--- config.mk ---
export PLATFORM = sky130hd
export DESIGN_NAME = pot_register_i2c_transfer
export DESIGN_NICKNAME = d
export VERILOG_FILES = /design/src/pot_i2c_pkg.sv /design/src/pot_register_i2c_transfer.sv
export VERILOG_INCLUDE_DIRS = /design/src
export SDC_FILE = /design/constraint.sdc
export NUM_CORES = 1
export LEC_CHECK = 0
export ABC_AREA = 0
export BUFFER_PORTS_ARGS = -buffer_cell sky130_fd_sc_hd__buf_2
export CORE_MARGIN = 5
export CORE_UTILIZATION = 40
export CTS_CLUSTER_DIAMETER = 120
export DETAILED_ROUTE_END_ITERATION = 8
export PLACE_DENSITY_LB_ADDON = 0.2
export SLEW_MARGIN = 10
export SYNTH_ARGS = -nofsm -noshare
export SYNTH_HDL_FRONTEND = slang
export SYNTH_SLANG_ARGS = --single-unit
--- constraint.sdc ---
create_clock -name clk_sys -period 2.9 [get_ports clk_sys]
set_input_delay 0.58 -clock clk_sys [delete_from_list [all_inputs] [get_ports clk_sys]]
set_output_delay 0.58 -clock clk_sys [all_outputs]
set_load 0.03 [all_outputs]
--- src/pot_i2c_regs.svh ---
// constants for the potentiometer i2c register transfer logic
// assumes inclusion by bare name from the design file
`ifndef POT_I2C_REGS_SVH
`define POT_I2C_REGS_SVH
`define SLAVE_ADDR_WR   8'h50
`define SLAVE_ADDR_RD   8'h51
`define REG_WIPER       4'h0
`define REG_DEVICE_ID   4'h1
`define REG_RESERVED    4'h7
`define REG_ACCESS_SEL  4'h8
`define SELECT_BIT      7
`define INIT_VALUE_RESET 8'h80
`define GP_RESET        8'h00
`define RESERVED_VALUE  8'hff
// identity value is arbitrary, chosen only to be recognisable
`define DEVICE_ID_VALUE 8'ha5
`define ACCESS_SEL_RESET 8'h00
`define PROG_TIME_NS    5000000
`define CLK_PERIOD_NS   10
`define PROG_CYCLES     ((`PROG_TIME_NS + `CLK_PERIOD_NS - 1) / `CLK_PERIOD_NS)
`define BIT_LAST        3'h7
`endif

--- src/pot_i2c_pkg.sv ---
// types for the potentiometer i2c register transfer logic
// assumes pot_i2c_regs.svh holds the numeric constants
package pot_i2c_pkg;
  typedef enum logic [2:0] {
    st_idle  = 3'b000,
    st_dev   = 3'b001,
    st_dack  = 3'b011,
    st_reg   = 3'b010,
    st_wdata = 3'b110,
    st_wack  = 3'b111,
    st_rdata = 3'b101,
    st_rack  = 3'b100
  } phase_type;

  typedef struct packed {
    logic [1:0] scl_sync;
    logic [1:0] sda_sync;
    logic       scl_prev;
    logic       sda_prev;
  } pins_type;

  typedef struct packed {
    pins_type   pins;
    phase_type  phase;
    logic [2:0] bitcnt;
    logic [7:0] shift;
    logic       ack_ok;
    logic       sda_low;
    logic [3:0] addr;
    logic [3:0] last_addr;
    logic       nv_seen;
    logic       nv_pend;
    logic [3:0] nv_addr;
    logic [7:0] nv_data;
    logic [7:0] wiper;
    logic [7:0] access_sel;
    logic [22:0] prog_cnt;
    logic       byte_full;  // eight bits in, ack slot pending
    logic       rd_dir;     // current header asked for a read
    logic       reg_given;  // register address supplied since stop or write header
  } state_type;
endpackage : pot_i2c_pkg

--- src/pot_register_i2c_transfer.sv ---
// i2c slave transfer logic of a digital potentiometer with register file
// assumes open-drain sda/scl resolved outside; scl/sda are async pins
`timescale 1ns/1ns
`default_nettype none
`include "pot_i2c_regs.svh"
module pot_register_i2c_transfer (
  input  wire logic       clk_sys,
  input  wire logic       nrst,
  input  wire logic       scl,
  input  wire logic       sda_in,
  output logic            sda_out,
  output logic            sda_oe,
  output logic [7:0]      wiper_pos,
  output logic            prog_busy
);
  pot_i2c_pkg::state_type st, next_st;
  logic [7:0] nv_mem [0:6];   // non-volatile store, index 0 is initial value
  logic       scl_s, sda_s, scl_rise, scl_fall, start_c, stop_c;
  logic [7:0] rd_byte, byte_in;
  logic       nv_commit;

  // synchronised pins and bus conditions
  assign scl_s    = st.pins.scl_sync[1];
  assign sda_s    = st.pins.sda_sync[1];
  assign scl_rise = scl_s & ~st.pins.scl_prev;
  assign scl_fall = ~scl_s & st.pins.scl_prev;
  assign start_c  = scl_s & st.pins.scl_prev & st.pins.sda_prev & ~sda_s;
  assign stop_c   = scl_s & st.pins.scl_prev & ~st.pins.sda_prev & sda_s;
  assign byte_in  = {st.shift[6:0], sda_s};

  // register address after auto-increment: the top register wraps to 00h
  function automatic logic [3:0] step_addr(input logic [3:0] a);
    step_addr = (a == `REG_ACCESS_SEL) ? `REG_WIPER : a + 4'h1;
  endfunction : step_addr

  // register read multiplexer
  always_comb begin
    rd_byte = `GP_RESET;
    case (st.addr)
      `REG_WIPER:      rd_byte = st.access_sel[`SELECT_BIT] ? st.wiper
                                 : nv_mem[0];
      `REG_DEVICE_ID:  rd_byte = `DEVICE_ID_VALUE;
      `REG_RESERVED:   rd_byte = `RESERVED_VALUE;
      `REG_ACCESS_SEL: rd_byte = st.access_sel;
      default:         rd_byte = (st.addr < `REG_RESERVED) ?
                                 nv_mem[st.addr[2:0]] : `RESERVED_VALUE;
    endcase
  end

  // main transfer engine
  always_comb begin
    next_st = st;
    nv_commit = 1'b0;
    next_st.pins.scl_sync = {st.pins.scl_sync[0], scl};
    next_st.pins.sda_sync = {st.pins.sda_sync[0], sda_in};
    next_st.pins.scl_prev = scl_s;
    next_st.pins.sda_prev = sda_s;
    if (st.prog_cnt != 23'h0) begin
      next_st.prog_cnt = st.prog_cnt - 23'h1;
    end
    if (stop_c) begin
      next_st.phase = pot_i2c_pkg::st_idle;
      next_st.sda_low = 1'b0;
      next_st.reg_given = 1'b0;
      if (st.nv_pend) begin
        nv_commit = 1'b1;
        next_st.nv_pend = 1'b0;
        next_st.prog_cnt = 23'(`PROG_CYCLES);
      end
    end else if (start_c) begin
      next_st.nv_pend = 1'b0;
      next_st.nv_seen = 1'b0;
      next_st.sda_low = 1'b0;
      next_st.byte_full = 1'b0;
      next_st.bitcnt = 3'h0;
      next_st.phase = (st.prog_cnt != 23'h0) ? pot_i2c_pkg::st_idle
                      : pot_i2c_pkg::st_dev;
    end else begin
      case (st.phase)
        pot_i2c_pkg::st_idle: next_st.sda_low = 1'b0;
        pot_i2c_pkg::st_dev, pot_i2c_pkg::st_reg,
        pot_i2c_pkg::st_wdata: begin
          if (scl_rise) begin
            next_st.shift = byte_in;
            next_st.bitcnt = st.bitcnt + 3'h1;
          end
          if (scl_rise && st.bitcnt == `BIT_LAST) begin
            next_st.byte_full = 1'b1;
            next_st.ack_ok = 1'b0;
            if (st.phase == pot_i2c_pkg::st_dev) begin
              if (byte_in == `SLAVE_ADDR_WR) begin
                next_st.ack_ok = 1'b1;
                next_st.rd_dir = 1'b0;
                next_st.reg_given = 1'b0;
              end else if (byte_in == `SLAVE_ADDR_RD) begin
                next_st.ack_ok = 1'b1;
                next_st.rd_dir = 1'b1;
                next_st.addr = st.reg_given ? st.addr
                               : step_addr(st.last_addr);
              end
            end else if (st.phase == pot_i2c_pkg::st_reg) begin
              next_st.ack_ok = (byte_in[7:4] == 4'h0) &&
                               (byte_in[3:0] != `REG_RESERVED) &&
                               (byte_in[3:0] <= `REG_ACCESS_SEL);
              next_st.reg_given = next_st.ack_ok;
              next_st.addr = byte_in[3:0];
              next_st.last_addr = byte_in[3:0];
            end else if (!st.nv_seen) begin
              next_st.ack_ok = 1'b1;
              next_st.last_addr = st.addr;
              next_st.addr = step_addr(st.addr);
              case (st.addr)
                `REG_ACCESS_SEL: begin
                  next_st.access_sel = {byte_in[`SELECT_BIT], 7'h00};
                  next_st.ack_ok = (byte_in[6:0] == 7'h00);
                end
                `REG_DEVICE_ID: next_st.ack_ok = 1'b1; // read only
                `REG_WIPER: begin
                  next_st.wiper = byte_in;
                  if (!st.access_sel[`SELECT_BIT]) begin
                    next_st.nv_seen = 1'b1;
                    next_st.nv_pend = 1'b1;
                    next_st.nv_addr = st.addr;
                    next_st.nv_data = byte_in;
                  end
                end
                default: begin
                  next_st.nv_seen = 1'b1;
                  next_st.nv_pend = 1'b1;
                  next_st.nv_addr = st.addr;
                  next_st.nv_data = byte_in;
                end
              endcase
            end
          end
          // ack slot opens on the fall after the eighth bit
          if (scl_fall && st.byte_full) begin
            next_st.byte_full = 1'b0;
            next_st.bitcnt = 3'h0;
            next_st.sda_low = st.ack_ok;
            if (!st.ack_ok) begin
              next_st.phase = pot_i2c_pkg::st_idle;
            end else if (st.phase == pot_i2c_pkg::st_dev) begin
              next_st.phase = pot_i2c_pkg::st_dack;
            end else begin
              next_st.phase = pot_i2c_pkg::st_wack;
            end
          end
        end
        pot_i2c_pkg::st_dack: begin
          if (scl_fall) begin
            next_st.bitcnt = 3'h0;
            if (st.rd_dir) begin
              next_st.phase = pot_i2c_pkg::st_rdata;
              next_st.shift = rd_byte;
              next_st.sda_low = ~rd_byte[7];
            end else begin
              next_st.phase = pot_i2c_pkg::st_reg;
              next_st.sda_low = 1'b0;
            end
          end
        end
        pot_i2c_pkg::st_wack: begin
          if (scl_fall) begin
            next_st.sda_low = 1'b0;
            next_st.bitcnt = 3'h0;
            next_st.phase = pot_i2c_pkg::st_wdata;
          end
        end
        pot_i2c_pkg::st_rdata: begin
          if (scl_fall) begin
            next_st.bitcnt = st.bitcnt + 3'h1;
            next_st.shift = {st.shift[6:0], 1'b1};
            next_st.sda_low = ~st.shift[6];
            if (st.bitcnt == `BIT_LAST) begin
              next_st.sda_low = 1'b0; // leave sda to the host ack
              next_st.last_addr = st.addr;
              next_st.phase = pot_i2c_pkg::st_rack;
            end
          end
        end
        pot_i2c_pkg::st_rack: begin
          if (scl_rise) begin
            next_st.ack_ok = ~sda_s;
            if (!sda_s) begin
              next_st.addr = step_addr(st.addr);
            end
          end
          if (scl_fall) begin
            next_st.bitcnt = 3'h0;
            if (st.ack_ok) begin
              next_st.phase = pot_i2c_pkg::st_rdata;
              next_st.shift = rd_byte;
              next_st.sda_low = ~rd_byte[7];
            end else begin
              next_st.phase = pot_i2c_pkg::st_idle;
            end
          end
        end
        default: next_st.phase = pot_i2c_pkg::st_idle;
      endcase
    end
  end

  // state register and non-volatile store
  always_ff @(posedge clk_sys or negedge nrst) begin
    if (!nrst) begin
      st <= '0;
      st.pins.scl_sync <= 2'b11;
      st.pins.sda_sync <= 2'b11;
      st.pins.scl_prev <= 1'b1;
      st.pins.sda_prev <= 1'b1;
      st.wiper <= `INIT_VALUE_RESET;
      st.access_sel <= `ACCESS_SEL_RESET;
      nv_mem[0] <= `INIT_VALUE_RESET;
      for (int i = 1; i < 7; i++) nv_mem[i] <= `GP_RESET;
    end else begin
      st <= next_st;
      if (nv_commit) begin
        nv_mem[st.nv_addr[2:0]] <= st.nv_data;
      end
    end
  end

  // open-drain sda: only ever pulled low
  assign sda_out   = 1'b0;
  assign sda_oe    = st.sda_low;
  assign wiper_pos = st.wiper;
  assign prog_busy = (st.prog_cnt != 23'h0);

  // the bus stays quiet while programming runs
  property p_busy_quiet;
    @(posedge clk_sys) disable iff (!nrst)
      prog_busy |-> !sda_oe;
  endproperty
  a_busy_quiet: assert property (p_busy_quiet)
    else $error("sda driven while programming");

  // only the two own slave addresses reach the ack slot
  property p_addr_match;
    @(posedge clk_sys) disable iff (!nrst)
      (st.phase == pot_i2c_pkg::st_dack) |->
        (st.shift == `SLAVE_ADDR_WR || st.shift == `SLAVE_ADDR_RD);
  endproperty
  a_addr_match: assert property (p_addr_match)
    else $error("ack given to a foreign slave address");

  // an acked register address is inside the map
  property p_reg_range;
    @(posedge clk_sys) disable iff (!nrst)
      (st.phase == pot_i2c_pkg::st_wack &&
       $past(st.phase) == pot_i2c_pkg::st_reg) |->
        (st.addr != `REG_RESERVED && st.addr <= `REG_ACCESS_SEL);
  endproperty
  a_reg_range: assert property (p_reg_range)
    else $error("ack given to a refused register address");

  // a repeated start drops a pending non-volatile byte
  property p_restart_drop;
    @(posedge clk_sys) disable iff (!nrst)
      (start_c && st.nv_pend) |=> !st.nv_pend;
  endproperty
  a_restart_drop: assert property (p_restart_drop)
    else $error("pending byte kept across a repeated start");

  // programming only ever starts from a stop
  property p_stop_commit;
    @(posedge clk_sys) disable iff (!nrst)
      $rose(prog_busy) |-> $past(stop_c);
  endproperty
  a_stop_commit: assert property (p_stop_commit)
    else $error("programming started without a stop");

  // no byte is acked once a non-volatile byte came in
  property p_no_after_nv;
    @(posedge clk_sys) disable iff (!nrst)
      ($rose(st.byte_full) && st.phase == pot_i2c_pkg::st_wdata &&
       $past(st.nv_seen)) |-> !st.ack_ok;
  endproperty
  a_no_after_nv: assert property (p_no_after_nv)
    else $error("byte acked after a non-volatile byte");

  // a volatile-mode write to 00h never schedules programming
  property p_vol_no_store;
    @(posedge clk_sys) disable iff (!nrst)
      $rose(st.nv_pend) |->
        (st.nv_addr != `REG_WIPER || !st.access_sel[`SELECT_BIT]);
  endproperty
  a_vol_no_store: assert property (p_vol_no_store)
    else $error("volatile write scheduled for programming");
endmodule : pot_register_i2c_transfer
`default_nettype wire

==> summary.md <==
| Metric | Value |
|---|---|
| Outcome | complete, no violations |
| Slew @ Worst Pin | 1030 ps |
| Leakage | 3.61 nW |
| Final wirelength | 18.4 mm |
| Via density | a little under 6 |
| GRT Total Usage | 18.6% |
| Core Footprint | 17,900 µm² |
| Max Freq | 353 MHz |
| Hpwl dp | 13.1 mm |
| Register area share after synthesis | 46.0% |
| Crit path max-delay family | simple AND/OR/NAND/NOR gates |
| Area fraction of the dominant cell type after synthesis | between 40 and 50% |
| CTS Buf Count | 17 |
| TritonRoute pass-1 iters | 5 |
| Number of flops mapped to enable cells by yosys | 0 |
| Crit end category | primary output |
| Area Growth Syn to Fin | 13.3% |
| Synth Instances | ~700 |
| Distinct cell type count after synthesis | about 70 |
| CTS tree | done |
| R2r startpoint | st[74] |
| Critical Setup Path Class | reg -> out |
| Die height | 145 µm |
| R2r endpoint | st[61] |
| Slew Limit Fails | 0 |
| Row Count | 49 |
| PD cells | 531 nW/µm² |
| Worst reg2reg setup slack | approximately 330 ps |
| Util after Layout | 45.9% |
| Crit-path max cell delay | about 550 ps |
| Crit path DAT | 2250 ps |
| Initial drt markers | 385 |
| Clk_skew | 7.54 ps |
| Clk root buf | clkbuf_16 |
| Area leader, netlist | dfrtp_1 |
| Final setup vio count | 0 |
| Die Width | 145 µm |
| WL/cell | 19.6 µm |
| Largest net degree at the start of global routing | 61 |
| Synth area leaders | dfrtp_1 (43%), mux2_2 (11%), nand2_1 (3.2%) |
| Synthesized area per cell | 10.6 µm² |
| Final Hold Viols | 0 |
| Post-route ant nets | 0 |
| Commonest non-fill, non-tap cell in the layout | dfrtp_1 |
| FILL cells | 1,674 |
| Primary FF master, synth | dfrtp_1 |
| Period Utilization, post-route | 97.8% |
| R2R depth | 7 |
| #FFs+latches synth | 133 |
| Worst skew pair latency | 420 ps |
| Ys Warns | 0 |
| Initial antenna violation count | 0 |
| RSZ-0062 raised after global routing | false |
| Die Footprint | 20,900 µm² |
| Startpoint types | flip-flop |
| Max VDD drop | 0.437 mV |
| Share of cells above drive strength 1 | a little over a quarter |
| Initial Utilization | 40.5% |
| CP Max Fanout | 4 |
| Minimum clock period | 2830 ps |
| Crit-path cells | or4_4 > or4_4 > nor2_4 > inv_2 > buf_4 |
| Slew HR | 31.0% |
| GRT overflow | 0 |
| IO buf count | 13 |
| Nets | 709 |
| Clk slew on worst S/H paths | 60 ps |
| Hold Crit Class | in -> async |
| Max reg flops | 57 |
| Cell mode on critical path | or4_4 |
| Critical path's slowest cell | or4_4 |
| Vias in the first global route | 5,568 |
| Post-route setup TNS | 0 ps |
| Asr flop ratio synth | 100% |
| CTS sink count | 133 |
| I/O pins | 15 |
| Clock buffer depth | 2 |
| CP Data Required Time | ~2300 ps |
| Placer Congestion | 0.875 |
| DRC errors left | 0 |
| H-tree depth | 4 |
| Synth Cell Area | 7250 µm² |
| Max Cap Viol | 0 |
| Worst path buffer plus inverter count | 2 |
| DR vias | 5,496 |
| Highest-count cells in the layout ignoring fill and taps | dfrtp_1 (125), mux2_2 (72), nand2_1 (62) |
| Hold_buf cts | 0 |
| Post-synth net total | ~700 |
| First-pass GRT wire length | 30.1 mm |
| # diodes | 0 |
-- worst max-delay path by stage --
stage | start | to | depth (start not counted)
floorplan | st[60] | st[44] | 12
global placement | st[74] | st[63] | 7
detailed placement | st[74] | st[61] | 7
CTS | st[18] | prog_busy | 5
global route | st[18] | prog_busy | 5
finish | st[18] | prog_busy | 5
-- routing by layer --
metal	vias up	share of wire, %	track usage, %
met1	2761	45	25.0
met2	152	48	29.0
li1	2544	-	-
met3	39	4.9	3.67
met4	0	2.8	8.74
met5	-	0	0
-- power breakdown --
part | total, W | internal, W | switching (W)
registers | 0.00197 | 0.00189 | 0.0000746
logic | 0.000219 | 0.0000867 | 0.000133
clock network | 0.00217 | 0.00129 | 0.000883
total | 0.00436 | 0.00327 | 0.00109
-- cell usage after synthesis (8+ instances only) --
cell type	number
a21oi_1	17
buf_4	9
clkbuf_1	28
dfrtp_1	125
dfstp_2	8
ha_1	8
inv_1	25
mux2_2	72
mux2i_1	21
mux4_2	8
nand2_1	62
nand2b_1	16
nand3_1	11
nor2_1	28
nor2b_1	8
nor3_1	15
nor3b_1	9
nor4_1	8
o211ai_1	14
o21ai_0	38
o221ai_1	9
o31ai_1	9
xor2_1	8
-- cell families (layout without fill, tap and decap cells) --
logic type / count (synthesis) / after routing / synth area share [%]
simple gates: 211 / 211 / 16.4
compound gates: 142 / 142 / 13.5
flops: 133 / 133 / 46.0
mux: 101 / 101 / 16.6
buf+inv: 73 / 100 / 4.42
xor+xnor: 14 / 14 / 1.69
fa+ha+maj: 8 / 8 / 1.38
other cells: 1 / 1 / 0.0517
-- area by class of cell --
cell class	instances	area [µm²]	share of cell area, %
sequential	133	3340	40.6
clock inverter	14	166	2.02
clock buffer	18	429	5.22
inverter	26	97.6	1.19
tap	229	287	3.49
multi-input combinational	477	3600	43.8
timing repair buffer	42	304	3.70
-- through the flow --
step           worst slack [ps]  instance area [µm²]  cells  hold WS, ps  total power [W]
5_1_grt                    3.37                 8220    939          165          0.00451
3_5_place_dp                361                 7590    904          350          0.00222
2_1_floorplan               158                 7250    683          284          0.00211
4_1_cts                    4.82                 8200    937          139          0.00441
3_3_place_gp                399                 7590    904          349          0.00222
6_report                   65.2                 8220    939          127          0.00436
-- timing repair --
| action | CTS | global route |
|---|---|---|
| setup buffers | 1 | 2 |
| endpoints found under the setup margin | 1 | 1 |
| resized for setup | 1 | 2 |
| cloned | 0 | 0 |
| pin swaps | 1 | 1 |
Power figures use the tool's default switching activity.
